**src/hw/fchp_pkg.sv**
```systemverilog
// Constants for the host-side controller of a removable flash card port.
// Assumes one 200 MHz clock; all times converted to whole clock cycles.
package fchp_pkg;

  // Clock period
  localparam int CLK_PERIOD_NS = 5;

  // Cycle timing, least times in ns
  localparam int T_ADDR_SETUP_NS = 30;
  localparam int T_WRITE_PULSE_NS = 150;
  localparam int T_RECOVERY_NS = 30;
  localparam int T_RESET_PULSE_NS = 10000;

  // Least times rounded up to cycles
  localparam int ADDR_SETUP_CYC = (T_ADDR_SETUP_NS + CLK_PERIOD_NS - 1) / CLK_PERIOD_NS;
  localparam int STROBE_CYC = (T_WRITE_PULSE_NS + CLK_PERIOD_NS - 1) / CLK_PERIOD_NS;
  localparam int RECOVERY_CYC = (T_RECOVERY_NS + CLK_PERIOD_NS - 1) / CLK_PERIOD_NS;
  localparam int RESET_CYC = (T_RESET_PULSE_NS + CLK_PERIOD_NS - 1) / CLK_PERIOD_NS;

  // Widths
  localparam int ADDR_W = 11;
  localparam int DATA_W = 16;
  localparam int CNT_W = 12;

  // Configuration option register in attribute space, soft reset bit
  localparam logic [ADDR_W-1:0] CFG_OPT_ADDR = 11'h200;
  localparam int CFG_SRESET_BIT = 7;
  localparam logic [DATA_W-1:0] CFG_SRESET_SET = 16'h0080;
  localparam logic [DATA_W-1:0] CFG_SRESET_CLR = 16'h0000;

  // Soft reset sequence steps
  localparam logic [1:0] SR_NONE = 2'h0;
  localparam logic [1:0] SR_SET = 2'h1;
  localparam logic [1:0] SR_CLR = 2'h2;

  // Controller states
  typedef enum logic [2:0] {
    FCHP_RESET = 3'b000,
    FCHP_RDYWAIT = 3'b001,
    FCHP_IDLE = 3'b010,
    FCHP_SETUP = 3'b011,
    FCHP_STROBE = 3'b100,
    FCHP_RECOV = 3'b101
  } fchp_state_t;

endpackage

```
**src/hw/fchp_dstrobe_cap.sv**
```systemverilog
// Dual-edge capture of card-driven data-out strobe for Ultra DMA reads.
// Assumes strobe and data pins are synchronous to i_mclk.
`timescale 1ns/1ps
module fchp_dstrobe_cap
  import fchp_pkg::*;
(
  // Clock and reset
  input wire logic i_mclk,
  input wire logic i_rst_b,
  // Capture enable and pins
  input wire logic i_en,
  input wire logic i_strobe,
  input wire logic [DATA_W-1:0] i_data,
  // Captured word
  output logic o_valid,
  output logic [DATA_W-1:0] o_data
);

  logic stb_prev_reg;
  logic valid_reg;
  logic [DATA_W-1:0] data_reg;
  wire edge_seen;

  // Either transition latches a word; no edges means a paused burst
  assign edge_seen = i_en & (i_strobe ^ stb_prev_reg);

  //////////////////////////////////////////////////////////////////////////////
  // Edge history and capture
  always_ff @(posedge i_mclk) begin
    if (!i_rst_b) begin
      stb_prev_reg <= 1'b0;
      valid_reg <= 1'b0;
      data_reg <= '0;
    end else begin
      stb_prev_reg <= i_strobe;
      valid_reg <= edge_seen;
      if (edge_seen) begin
        data_reg <= i_data;
      end
    end
  end

  assign o_valid = valid_reg;
  assign o_data = data_reg;

endmodule

```
**src/hw/fchp_host.sv**
```systemverilog
// Host controller for a flash card parallel port: memory, I/O and IDE modes.
// Assumes all card pins are synchronous to i_mclk; data bus is split in/out/oe.
//
// Summary of operation
// - Space select high for common memory, low for attribute memory.
// - Space select held low throughout I/O cycles.
// - In IDE mode acknowledge DMA only in answer to card DMA request.
// - Without DMA enabled, DMA acknowledge is held high.
// - Card's wait low stretches the cycle; host completes only after release.
// - Host asserts data-in ready while an Ultra DMA data-in is active and i_rx_ready is high.
// - Host latches data on both edges of the card's data strobe.
// - In memory mode write strobe writes memory data and configuration.
// - IDE mode selected by grounding the mode-select input.
`timescale 1ns/1ps
module fchp_host
  import fchp_pkg::*;
#(
  parameter int RESET_CYCLES = RESET_CYC
)
(
  // Clock and reset
  input wire logic i_mclk,
  input wire logic i_rst_b,
  // Mode and control
  input wire logic i_ide_mode,
  input wire logic i_dma_en,
  input wire logic i_udma_in,
  input wire logic i_udma_out,
  input wire logic i_rx_ready,
  input wire logic i_hw_reset,
  input wire logic i_soft_reset,
  // Access request port
  input wire logic i_req,
  input wire logic i_io,
  input wire logic i_attr,
  input wire logic i_wr,
  input wire logic [ADDR_W-1:0] i_addr,
  input wire logic [DATA_W-1:0] i_wdata,
  output logic o_req_ready,
  output logic o_done,
  output logic [DATA_W-1:0] o_rdata,
  // Ultra DMA read data
  output logic o_udma_valid,
  output logic [DATA_W-1:0] o_udma_data,
  // Card control pins
  output logic o_card_reset,
  output logic o_ata_sel_b,
  output logic o_ce_b,
  output logic o_reg_b,
  output logic o_oe_b,
  output logic o_we_b,
  output logic o_iord_b,
  output logic o_iowr_b,
  output logic o_dmack_b,
  output logic o_ddmardy_b,
  output logic [ADDR_W-1:0] o_addr,
  input wire logic i_ready,
  input wire logic i_wait_b,
  input wire logic i_dmarq,
  input wire logic i_dstrobe,
  // Card data bus
  input wire logic [DATA_W-1:0] i_d,
  output logic [DATA_W-1:0] o_d,
  output logic o_d_oe_b
);

  // Cycle counts trimmed to counter width
  function automatic logic [CNT_W-1:0] cyc(input int n);
    cyc = CNT_W'(n - 1);
  endfunction

  fchp_state_t state_reg, state_next;
  logic [CNT_W-1:0] cnt_reg, cnt_next;
  logic [1:0] sr_reg, sr_next;
  logic io_reg, attr_reg, wr_reg;
  logic [ADDR_W-1:0] addr_reg;
  logic [DATA_W-1:0] wdata_reg, rdata_reg;
  logic done_reg, done_next;
  logic dmack_reg, ddmardy_reg;
  logic ce_reg, strobe_reg;

  wire cnt_zero;
  wire rst_active;
  wire start_user;
  wire start_soft;
  wire seq_busy;
  wire cycle_held;

  //////////////////////////////////////////////////////////////////////////////
  // Decode
  assign cnt_zero = (cnt_reg == '0);
  assign rst_active = (state_reg == FCHP_RESET);
  assign seq_busy = (sr_reg != SR_NONE);
  assign start_user = (state_reg == FCHP_IDLE) & i_req & ~seq_busy & ~i_soft_reset;
  assign start_soft = (state_reg == FCHP_IDLE) & (i_soft_reset | seq_busy);
  assign cycle_held = ~i_wait_b;

  //////////////////////////////////////////////////////////////////////////////
  // State and counter next values
  always_comb begin
    state_next = state_reg;
    cnt_next = cnt_zero ? cnt_reg : cnt_reg - CNT_W'(1);
    sr_next = sr_reg;
    done_next = 1'b0;
    case (state_reg)
      FCHP_RESET: begin
        if (cnt_zero) begin
          state_next = FCHP_RDYWAIT;
        end
      end
      FCHP_RDYWAIT: begin
        if (i_ready) begin
          state_next = FCHP_IDLE;
        end
      end
      FCHP_IDLE: begin
        if (i_hw_reset) begin
          state_next = FCHP_RESET;
          cnt_next = cyc(RESET_CYCLES);
        end else if (start_soft) begin
          state_next = FCHP_SETUP;
          cnt_next = cyc(ADDR_SETUP_CYC);
          sr_next = seq_busy ? sr_reg : SR_SET;
        end else if (start_user) begin
          state_next = FCHP_SETUP;
          cnt_next = cyc(ADDR_SETUP_CYC);
        end
      end
      FCHP_SETUP: begin
        if (cnt_zero) begin
          state_next = FCHP_STROBE;
          cnt_next = cyc(STROBE_CYC);
        end
      end
      FCHP_STROBE: begin
        if (cnt_zero && !cycle_held) begin
          state_next = FCHP_RECOV;
          cnt_next = cyc(RECOVERY_CYC);
        end
      end
      FCHP_RECOV: begin
        if (cnt_zero) begin
          state_next = FCHP_IDLE;
          if (sr_reg == SR_SET) begin
            sr_next = SR_CLR;
          end else if (sr_reg == SR_CLR) begin
            sr_next = SR_NONE;
            state_next = FCHP_RDYWAIT;
          end else begin
            done_next = 1'b1;
          end
        end
      end
      default: begin
        state_next = FCHP_RESET;
        cnt_next = cyc(RESET_CYCLES);
      end
    endcase
  end

  //////////////////////////////////////////////////////////////////////////////
  // State registers
  always_ff @(posedge i_mclk) begin
    if (!i_rst_b) begin
      state_reg <= FCHP_RESET;
      cnt_reg <= cyc(RESET_CYCLES);
      sr_reg <= SR_NONE;
      done_reg <= 1'b0;
    end else begin
      state_reg <= state_next;
      cnt_reg <= cnt_next;
      sr_reg <= sr_next;
      done_reg <= done_next;
    end
  end

  //////////////////////////////////////////////////////////////////////////////
  // Request latch; soft reset writes go to attribute configuration space
  always_ff @(posedge i_mclk) begin
    if (!i_rst_b) begin
      io_reg <= 1'b0;
      attr_reg <= 1'b0;
      wr_reg <= 1'b0;
      addr_reg <= '0;
      wdata_reg <= '0;
    end else if (start_soft && !i_hw_reset) begin
      io_reg <= 1'b0;
      attr_reg <= 1'b1;
      wr_reg <= 1'b1;
      addr_reg <= CFG_OPT_ADDR;
      wdata_reg <= (seq_busy && sr_reg == SR_CLR) ? CFG_SRESET_CLR : CFG_SRESET_SET;
    end else if (start_user && !i_hw_reset) begin
      io_reg <= i_io;
      attr_reg <= i_attr;
      wr_reg <= i_wr;
      addr_reg <= i_addr;
      wdata_reg <= i_wdata;
    end
  end

  //////////////////////////////////////////////////////////////////////////////
  // Pin timing: enable over the whole cycle, strobe only in its phase
  always_ff @(posedge i_mclk) begin
    if (!i_rst_b) begin
      ce_reg <= 1'b0;
      strobe_reg <= 1'b0;
      rdata_reg <= '0;
    end else begin
      ce_reg <= (state_next == FCHP_SETUP) | (state_next == FCHP_STROBE) |
                (state_next == FCHP_RECOV);
      strobe_reg <= (state_next == FCHP_STROBE);
      if (state_reg == FCHP_STROBE && cnt_zero && !cycle_held && !wr_reg) begin
        rdata_reg <= i_d;
      end
    end
  end

  //////////////////////////////////////////////////////////////////////////////
  // DMA handshake registers
  always_ff @(posedge i_mclk) begin
    if (!i_rst_b) begin
      dmack_reg <= 1'b0;
      ddmardy_reg <= 1'b0;
    end else begin
      dmack_reg <= i_ide_mode & i_dma_en & i_dmarq & ~rst_active;
      ddmardy_reg <= i_ide_mode & i_udma_in & i_rx_ready;
    end
  end

  // Ultra DMA data-out capture on both strobe edges
  fchp_dstrobe_cap u_dstrobe_cap (
    .i_mclk(i_mclk),
    .i_rst_b(i_rst_b),
    .i_en(i_ide_mode & i_udma_out & dmack_reg),
    .i_strobe(i_dstrobe),
    .i_data(i_d),
    .o_valid(o_udma_valid),
    .o_data(o_udma_data)
  );

  //////////////////////////////////////////////////////////////////////////////
  // Pin drive
  assign o_card_reset = i_ide_mode ? ~rst_active : rst_active;
  assign o_ata_sel_b = ~i_ide_mode;
  assign o_ce_b = ~ce_reg;
  assign o_reg_b = ~(ce_reg & (io_reg | attr_reg));
  assign o_oe_b = ~(strobe_reg & ~io_reg & ~wr_reg);
  assign o_we_b = ~(strobe_reg & ~io_reg & wr_reg);
  assign o_iord_b = ~(strobe_reg & io_reg & ~wr_reg);
  assign o_iowr_b = ~(strobe_reg & io_reg & wr_reg);
  assign o_dmack_b = ~dmack_reg;
  assign o_ddmardy_b = ~ddmardy_reg;
  assign o_addr = addr_reg;
  assign o_d = wdata_reg;
  assign o_d_oe_b = ~(ce_reg & wr_reg);
  assign o_req_ready = (state_reg == FCHP_IDLE) & ~seq_busy & ~i_soft_reset & ~i_hw_reset;
  assign o_done = done_reg;
  assign o_rdata = rdata_reg;

endmodule

```
**config.mk**
```make
export PLATFORM = sky130hd
export DESIGN_NAME = fchp_host
export DESIGN_NICKNAME = d
export VERILOG_FILES = /design/src/hw/fchp_pkg.sv /design/src/hw/fchp_dstrobe_cap.sv /design/src/hw/fchp_host.sv
export SDC_FILE = /design/constraint.sdc
export NUM_CORES = 1
export LEC_CHECK = 0
export BUFFER_PORTS_ARGS = -buffer_cell sky130_fd_sc_hd__buf_2
export CAP_MARGIN = 10
export CORE_ASPECT_RATIO = 2
export CORE_MARGIN = 2
export CORE_UTILIZATION = 53
export CTS_CLUSTER_SIZE = 40
export DETAILED_ROUTE_END_ITERATION = 10
export GPL_TIMING_DRIVEN = 0
export PLACE_DENSITY = 0.92
export SYNTH_ARGS = -nofsm -noshare
export SYNTH_HDL_FRONTEND = slang
export SYNTH_SLANG_ARGS = --single-unit
```
**constraint.sdc**
```tcl
create_clock -name i_mclk -period 3.71 [get_ports i_mclk]
set_input_delay 0.742 -clock i_mclk [delete_from_list [all_inputs] [get_ports i_mclk]]
set_output_delay 0.742 -clock i_mclk [all_outputs]
set_load 0.01 [all_outputs]
```
=== Word-level counts from Yosys, hierarchy flattened ===
Index checks and enable logic that the tools add are counted.
Widths: inputs -> output; s select.

* Output and inout bits: 73
* Memory bits (read-only): 0
* Bits in registers: 86
* Memories kept: 0
* Word-level logic and storage cells: 135
* Input port bits: 60
* RAM bits: 0
* Latch bits: 0

* $lt $le $gt $ge: 0
* Bitwise gates (word level): 47
* Shift-type cells: 0
* $mul: 0
* Add/subtract/negate cells: 1
* Div/mod/pow operators: 0
* Muxes and demuxes: 36
* Equal/unequal tests: 15
* Reductions and logical operators: 18

{| class="wikitable"
|+ Operators with widths
! cell !! count
|-
| $mux 12 || 6
|-
| $pmux 12 s4 || 1
|-
| $mux 16 || 2
|-
| $mux 3 || 8
|-
| $and 1x1->1 || 23
|-
| $mux 10 || 2
|-
| $not 1->1 || 19
|-
| $pmux 3 s6 || 1
|-
| $mux 2 || 8
|-
| $eq 3x3->1 const B || 4
|-
| $logic_not 12->1 || 1
|-
| $sub 12x1->12 const B || 1
|-
| $eq 3x2->1 const B || 3
|-
| $mux 8 || 1
|-
| $ne 2x2->1 const B || 4
|-
| $logic_and 1x1->1 || 7
|-
| $mux 1 || 6
|-
| $reduce_and 6->1 || 1
|-
| $reduce_bool 2->1 || 3
|-
| $or 1x1->1 || 4
|-
| $pmux 2 s2 || 1
|-
| $reduce_or 4->1 || 1
|-
| $eq 3x1->1 const B || 1
|-
| $logic_not 3->1 || 1
|-
| other kinds (7) || 8
|}

=== Logic depth before layout (Yosys ltp) ===
Gate-level depths: netlist (run 1).

* Depth after elaboration: 11
* Mapped depth: 9
* Gate-level depth less buffers: 9

=== Modules after synthesis ===
A second synthesis (run 1) with hierarchy kept.

* Cells, all modules: 444
* Area total of the unflattened synthesis: 3791.1 um2

{| class="wikitable"
|+ By module, submodules not included
! module !! times used !! area an instance (um2) !! cells an instance !! seq. area each (um2)
|-
| fchp_host || 1 || 3050.4 || 368 || 1361.3
|-
| fchp_dstrobe_cap || 1 || 740.7 || 76 || 360.3
|}

=== Least setup slack after synthesis (run 1) ===
No wires, ideal clock.

* Path type: in2out
* From: in i_hw_reset
* To: out o_req_ready
* Path slack: 1.420 ns
* Required time: 2.968 ns
* Path buffers: 0
* Arrival time: 1.548 ns
* Stages: 3
* Cell sequence: nor4b_1 > nand3b_1 > inv_1

* Longest elaborated chain between the ends: 2

{| class="wikitable"
|+ RTL lines
! item !! line !! RTL
|-
| start, declared || fchp_host.sv:30 || <nowiki>input wire logic i_hw_reset,</nowiki>
|-
| $not 1->1 || fchp_host.sv:256 || <nowiki>assign o_req_ready = (state_reg == FCHP_IDLE) & ~seq_busy & ~i_soft_reset & ~i_hw_reset;</nowiki>
|-
| $and 1x1->1 || fchp_host.sv:256 ||
|-
| end, declared || fchp_host.sv:39 || <nowiki>output logic o_req_ready,</nowiki>
|}

No other way between the ends.

=== Final worst setup path (run 1) ===
Same ends and word-level chain as after synthesis.

==> results.cfg, run 1 <==
[synthesis]
async_reset_ff_share_pct = 0
yosysMostFrequentCell = dfxtp_1
synth-main-ff-cell = dfxtp_1
muxShareOfSynthArea_pct = 5.02
synth_xor_area_share_pct = 1.71
yosys.area_share.simple_pct = 23.4
synth_edf_count = 0
ys_warn_count = 0
synth_top_family_by_area = simple AND/OR/NAND/NOR gates
netlist_instances = 423
avgSynthCellArea_um2 = 8.48
synth-compound-area-share_pct = 15.4
ys_seq_area_share_pct = 48.0
ys_ff_latch = 86
synth_commonest_cells = dfxtp_1, nand2_1, a21oi_1
synthAdderAreaFrac_pct = 1.74
synthTopCellsByArea = dfxtp_1, nand2_1, a21oi_1, mux2i_1, nor2_1
synth_top_area_share_pct = 48.0
synthesis.nets = 488
ys_types = 51
yosysTopAreaCell = dfxtp_1
syn_area_mm2 = 0.00359

[sta]
relSlewSlack_pct = 43.1
period_share_pct = 76.5
rsz0062_at_grt = false
min_period_ps = 2840
slew_violations = 0
fmax_mhz = 352
fin_worst_skew_ps = 5.22
final-hold-violation-count = 0
tightest_slew_ps = 842
worst_slack_ps = 870
tns_ps = 0
setup_viol = 0

[floorplan]
rows = 42
ioPinCount = 133
start_util_pct = 54.6
dieArea_mm2 = 0.00748
die_h_um = 120
dieWidth_um = 62.2
design.core.area_mm2 = 0.00657

[layout]
final_util_pct = 71.4
fillers = 505
multi_input_area_mm2 = 0.00170
area_growth_pct = 30.7
drive_above_1_share_pct = 29.4
regArea_mm2 = 0.00172
diodes = 0
nets = 631

[grt]
grt_pass1_wl_mm = 16.5
gr-total-overflow = 0
antenna_found_initial = 0
grt_max_degree = 17
first_global_vias = 3603
grtUsageTotal_pct = 28.1

[routing]
vias_per_cell = 5.58
wl_mm = 10.5
drt_pass1_iterations = 5
drtIter0Drc = 188
drc = 0
wl_per_cell_um = 15.9
vias = 3680
ant_nets = 0

[clock_tree]
clkTransAtPathRegs_ps = 70
cts.sinks = 86
root_buffer = clkbuf_16
cts.path.max_buffers = 2
cts_tree = done
h-tree-depth = 3
ctsResizeCount = 0
numCtsBuffers = 9
clkLatencyLatePin_ps = 340
postCtsSetupRepairBufs = 0
hold_buffers = 0

[worst_setup_path]
r2r_end = o_rdata[2]
required_ps = 2970
crit_start = i_hw_reset
cp.arrival_ps = 2100
critPathMaxFanout = 5
cp-end-kind = primary output
rrSetupSlack_ps = 1150
setup.worst_path.end = o_req_ready
startpoint_type = input pin
r2r_cells = 9
rr_startpoint = cnt_reg[0]
path_class = in -> out

[min_path]
hold_class = reg -> reg
holdPathStages = 2

[run]
drv_cap = 0

[placement]
gp_congestion = 0.952
hpwl_mm = 7.79
io_buffers = 132
dpl_worst_slack_ps = 854

[power]
vdd.ir_drop.worst_mv = 0.434
cellPowerDensity_mw_per_mm2 = 427
cellLeakagePower_nw = 2.00

[status]
run_status = complete, no violations
worst min-delay path by stage:
stage,from,endpoint,slack [ps]
floorplan,attr_reg,attr_reg,450
global placement,o_rdata[1],o_rdata[1],440
detailed placement,o_addr[4],o_addr[4],450
CTS,o_addr[4],o_addr[4],450
global route,o_addr[8],o_addr[8],470
finish,o_addr[4],o_addr[4],450
cell families after synthesis:
kind of cell / after synthesis
AOI/OAI and AO/OA: 92
xor gates and xnor gates: 7
adders and majority gates: 5
buffers and inverters: 39
DFF: 86
muxes: 18
and+or+nand+nor: 176
per-stage QoR:
stage | cell area [um^2] | hold WS, ps | cells | power [mW]
2_1_floorplan | 3590 | 452 | 423 | 0.978
4_1_cts | 4690 | 454 | 659 | 2.01
6_report | 4690 | 454 | 659 | 2.00
3_5_place_dp | 4360 | 445 | 643 | 1.03
5_1_grt | 4690 | 472 | 659 | 2.05
3_3_place_gp | 4360 | 440 | 643 | 1.02
critical path, stage by stage:
cell and delay, ps:
buf_2 140, nor4b_1 700, nand3b_1 220, inv_1 150
buf_2 140
metal layers:
metal	GRT usage, %	wire length [um]	part of all wire, %
met1	26.4	3460	33
met2	53.9	5870	56
met3	4.19	543	5.2
met4	20.1	591	5.6
met5	0	0	0
cell usage in the layout (no fill, tap or decap), types with 2 or more instances in the layout:
master / Yosys / routed
nand3_1: 6 / 6
a211oi_1: 2 / 2
buf_4: 2 / 2
nand3b_1: 3 / 3
bufinv_16: 0 / 2
ha_1: 5 / 5
or3b_2: 3 / 3
a22oi_1: 14 / 14
inv_8: 0 / 2
nor2b_1: 5 / 5
inv_1: 16 / 16
and2_1: 3 / 3
dfxtp_1: 86 / 86
mux2i_1: 18 / 18
xnor2_1: 6 / 6
nor3_1: 15 / 15
clkbuf_1: 11 / 11
a21oi_1: 44 / 44
a31oi_1: 2 / 2
nand2_1: 77 / 77
buf_2: 6 / 138
nand4_1: 2 / 2
buf_1: 2 / 2
nor4_1: 4 / 4
clkbuf_16: 0 / 9
o21ai_0: 17 / 17
nor2_1: 43 / 43
nor3b_1: 5 / 5
final cells by class:
type | count | area share [%]
inverters | 17 | 1.36
clock buffers | 9 | 4.81
clock inverters | 7 | 2.24
repair buffers | 132 | 14.1
multi-input cells | 298 | 36.2
flip-flops and latches | 86 | 36.7
plain buffers | 22 | 2.24
well taps | 88 | 2.35
where the power goes:
part	switching [mW]	leakage, nW	internal, mW
Clock	0.395	0.164	0.601
Combinational	0.0420	1.15	0.0344
Sequential	0.00356	0.694	0.926
(Power assumes the default switching activity.)
==> run 2, diff against run 1 <==
Settings changed: ABC_AREA set to 1, CORE_UTILIZATION 53 to 45, PLACE_DENSITY 0.92 to 0.83.
Clock period 3.71 ns to 2.61 ns, I/O delays scaled along.
==> results.cfg, run 2 <==
[status]
run_status = complete, no violations

[worst_setup_path]
crit_chain = inv_1, ha_1, nand2_2, nor2_4, nand2_1, buf_2, ha_1, o31ai_1, o2111ai_1
slowest_stage = dfxtp_1
path_class = reg -> reg
critical_path.most_common_cell = ha_1
required_ps = 2810
cp.arrival_ps = 2460
critPathMaxFanout = 10
cp_top_family = adder cells
cp-end-kind = flip-flop
startpoint_type = flip-flop
crit_path_max_incr_delay_ps = 320
cp_num_buf_inv = 2

[grt]
grtUsageTotal_pct = 24.5
first_global_vias = 3927
grt_pass1_wl_mm = 17.1
antenna_found_initial = 0
gr-total-overflow = 0
grt_max_degree = 15

[clock_tree]
clkLatencyLatePin_ps = 330
cts_tree = done
postCtsSetupRepairBufs = 0
hold_buffers = 0
cts.path.max_buffers = 2
numCtsBuffers = 9
h-tree-depth = 3
root_buffer = clkbuf_16
cts.sinks = 86
clkTransAtPathRegs_ps = 60
ctsResizeCount = 0

[layout]
nets = 727
area_growth_pct = 28.8
diodes = 0
drive_above_1_share_pct = 25.9
mostFrequentLayoutCells = buf_2, nand2_1, nor2_1, dfxtp_1, inv_1
fillers = 732
final_cells = 765
mostFrequentLayoutCell = buf_2
final_cell_area_mm2 = 0.00485

[sta]
tightest_slew_ps = 606
relSlewSlack_pct = 59.6
rsz0062_at_grt = false
period_share_pct = 86.4
setup_viol = 0
final-hold-violation-count = 0
fin_worst_skew_ps = 4.70
min_period_ps = 2250
fin_hold_ws_ps = 408
tns_ps = 0
fmax_mhz = 443
slew_violations = 0

[run]
drv_cap = 0

[synthesis]
yosysTopAreaCell = dfxtp_1
ys_ff_latch = 86
synth-main-ff-cell = dfxtp_1
ys_types = 36
netlist_instances = 519
synthTopCellsByArea = dfxtp_1, nand2_1, nor2_1, inv_1, a21oi_1
syn_area_mm2 = 0.00376
ys_warn_count = 0
avgSynthCellArea_um2 = 7.25
synth_edf_count = 0
async_reset_ff_share_pct = 0
synth_commonest_cells = nand2_1, nor2_1, dfxtp_1
yosysMostFrequentCell = nand2_1
ys_seq_area_share_pct = 45.7
synthesis.nets = 584
synth_top_area_share_pct = 45.7

[floorplan]
start_util_pct = 46.1
dieArea_mm2 = 0.00916
die_h_um = 133
dieWidth_um = 68.7
design.core.area_mm2 = 0.00817
ioPinCount = 133
rows = 47

[power]
cellPowerDensity_mw_per_mm2 = 567
cellLeakagePower_nw = 2.46
vdd.ir_drop.worst_mv = 0.386
power_mw = 2.75

[routing]
wl_mm = 10.6
drc = 0
vias = 3813
drt_pass1_iterations = 4
drtIter0Drc = 134
vias_per_cell = 4.98
ant_nets = 0
wl_per_cell_um = 13.8

[min_path]
hold_class = in -> reg

[placement]
hpwl_mm = 8.43
io_buffers = 132
gp_congestion = 0.923
dpl_cell_area_mm2 = 0.00455
dp_cells = 749
## run 2: worst min-delay path, delay by kind of cell
family                 cells  cell delay [ps]
buffers and inverters      2              140
and+or+nand+nor            1               50
## run 2: path summary, 6_finish.rpt
path | from | end | slack [ps] | depth (start not counted)
hold reg to reg | o_d[1] | o_d[1] | 460 | 2
setup reg to reg | cnt_reg[0] | cnt_reg[0] | 360 | 9
setup / recovery | cnt_reg[0] | cnt_reg[0] | 360 | 9
hold / removal | i_dstrobe | u_dstrobe_cap.stb_prev_reg | 410 | 3
## run 2: metrics by stage
stage	worst slack (ps)	util (%)
2_1_floorplan	706	-
6_report	355	59.3
3_3_place_gp	509	55.6
3_5_place_dp	400	55.6
4_1_cts	388	59.3
5_1_grt	138	59.3
## run 2: routing by layer
metal | track usage (%) | part of all wire [%] | routed length, um | vias up
met5 | 0 | 0 | 0 | -
li1 | - | - | - | 1928
met3 | 5.32 | 4.6 | 483 | 42
met4 | 16.8 | 5.2 | 552 | 0
met1 | 22.9 | 35 | 3700 | 1722
met2 | 44.2 | 55 | 5840 | 121
## run 2: layout make-up
cell class                 instances  area (um^2)  area share, %
sequential                        86         1720           35.5
multi-input combinational        362         1730           35.6
tap                               98          123           2.53
inverter                          54          205           4.23
buffer                            17          111           2.30
clock buffer                      11          243           5.01
timing repair buffer             132          661           13.6
clock inverter                     5         57.6           1.19
## run 2: power breakdown
part / internal (mW) / switching (mW)
combinational: 0.0595 / 0.0786
clock: 0.770 / 0.512
sequential: 1.32 / 0.00669
total: 2.15 / 0.598
## run 2: kinds of logic after synthesis
kind of cell / Yosys count / share of synthesized area, %
buf+inv: 71 / 8.41
simple gates: 273 / 32.0
compound gates: 76 / 10.3
fa+ha+maj: 5 / 1.66
flops: 86 / 45.7
xor+xnor: 8 / 1.86
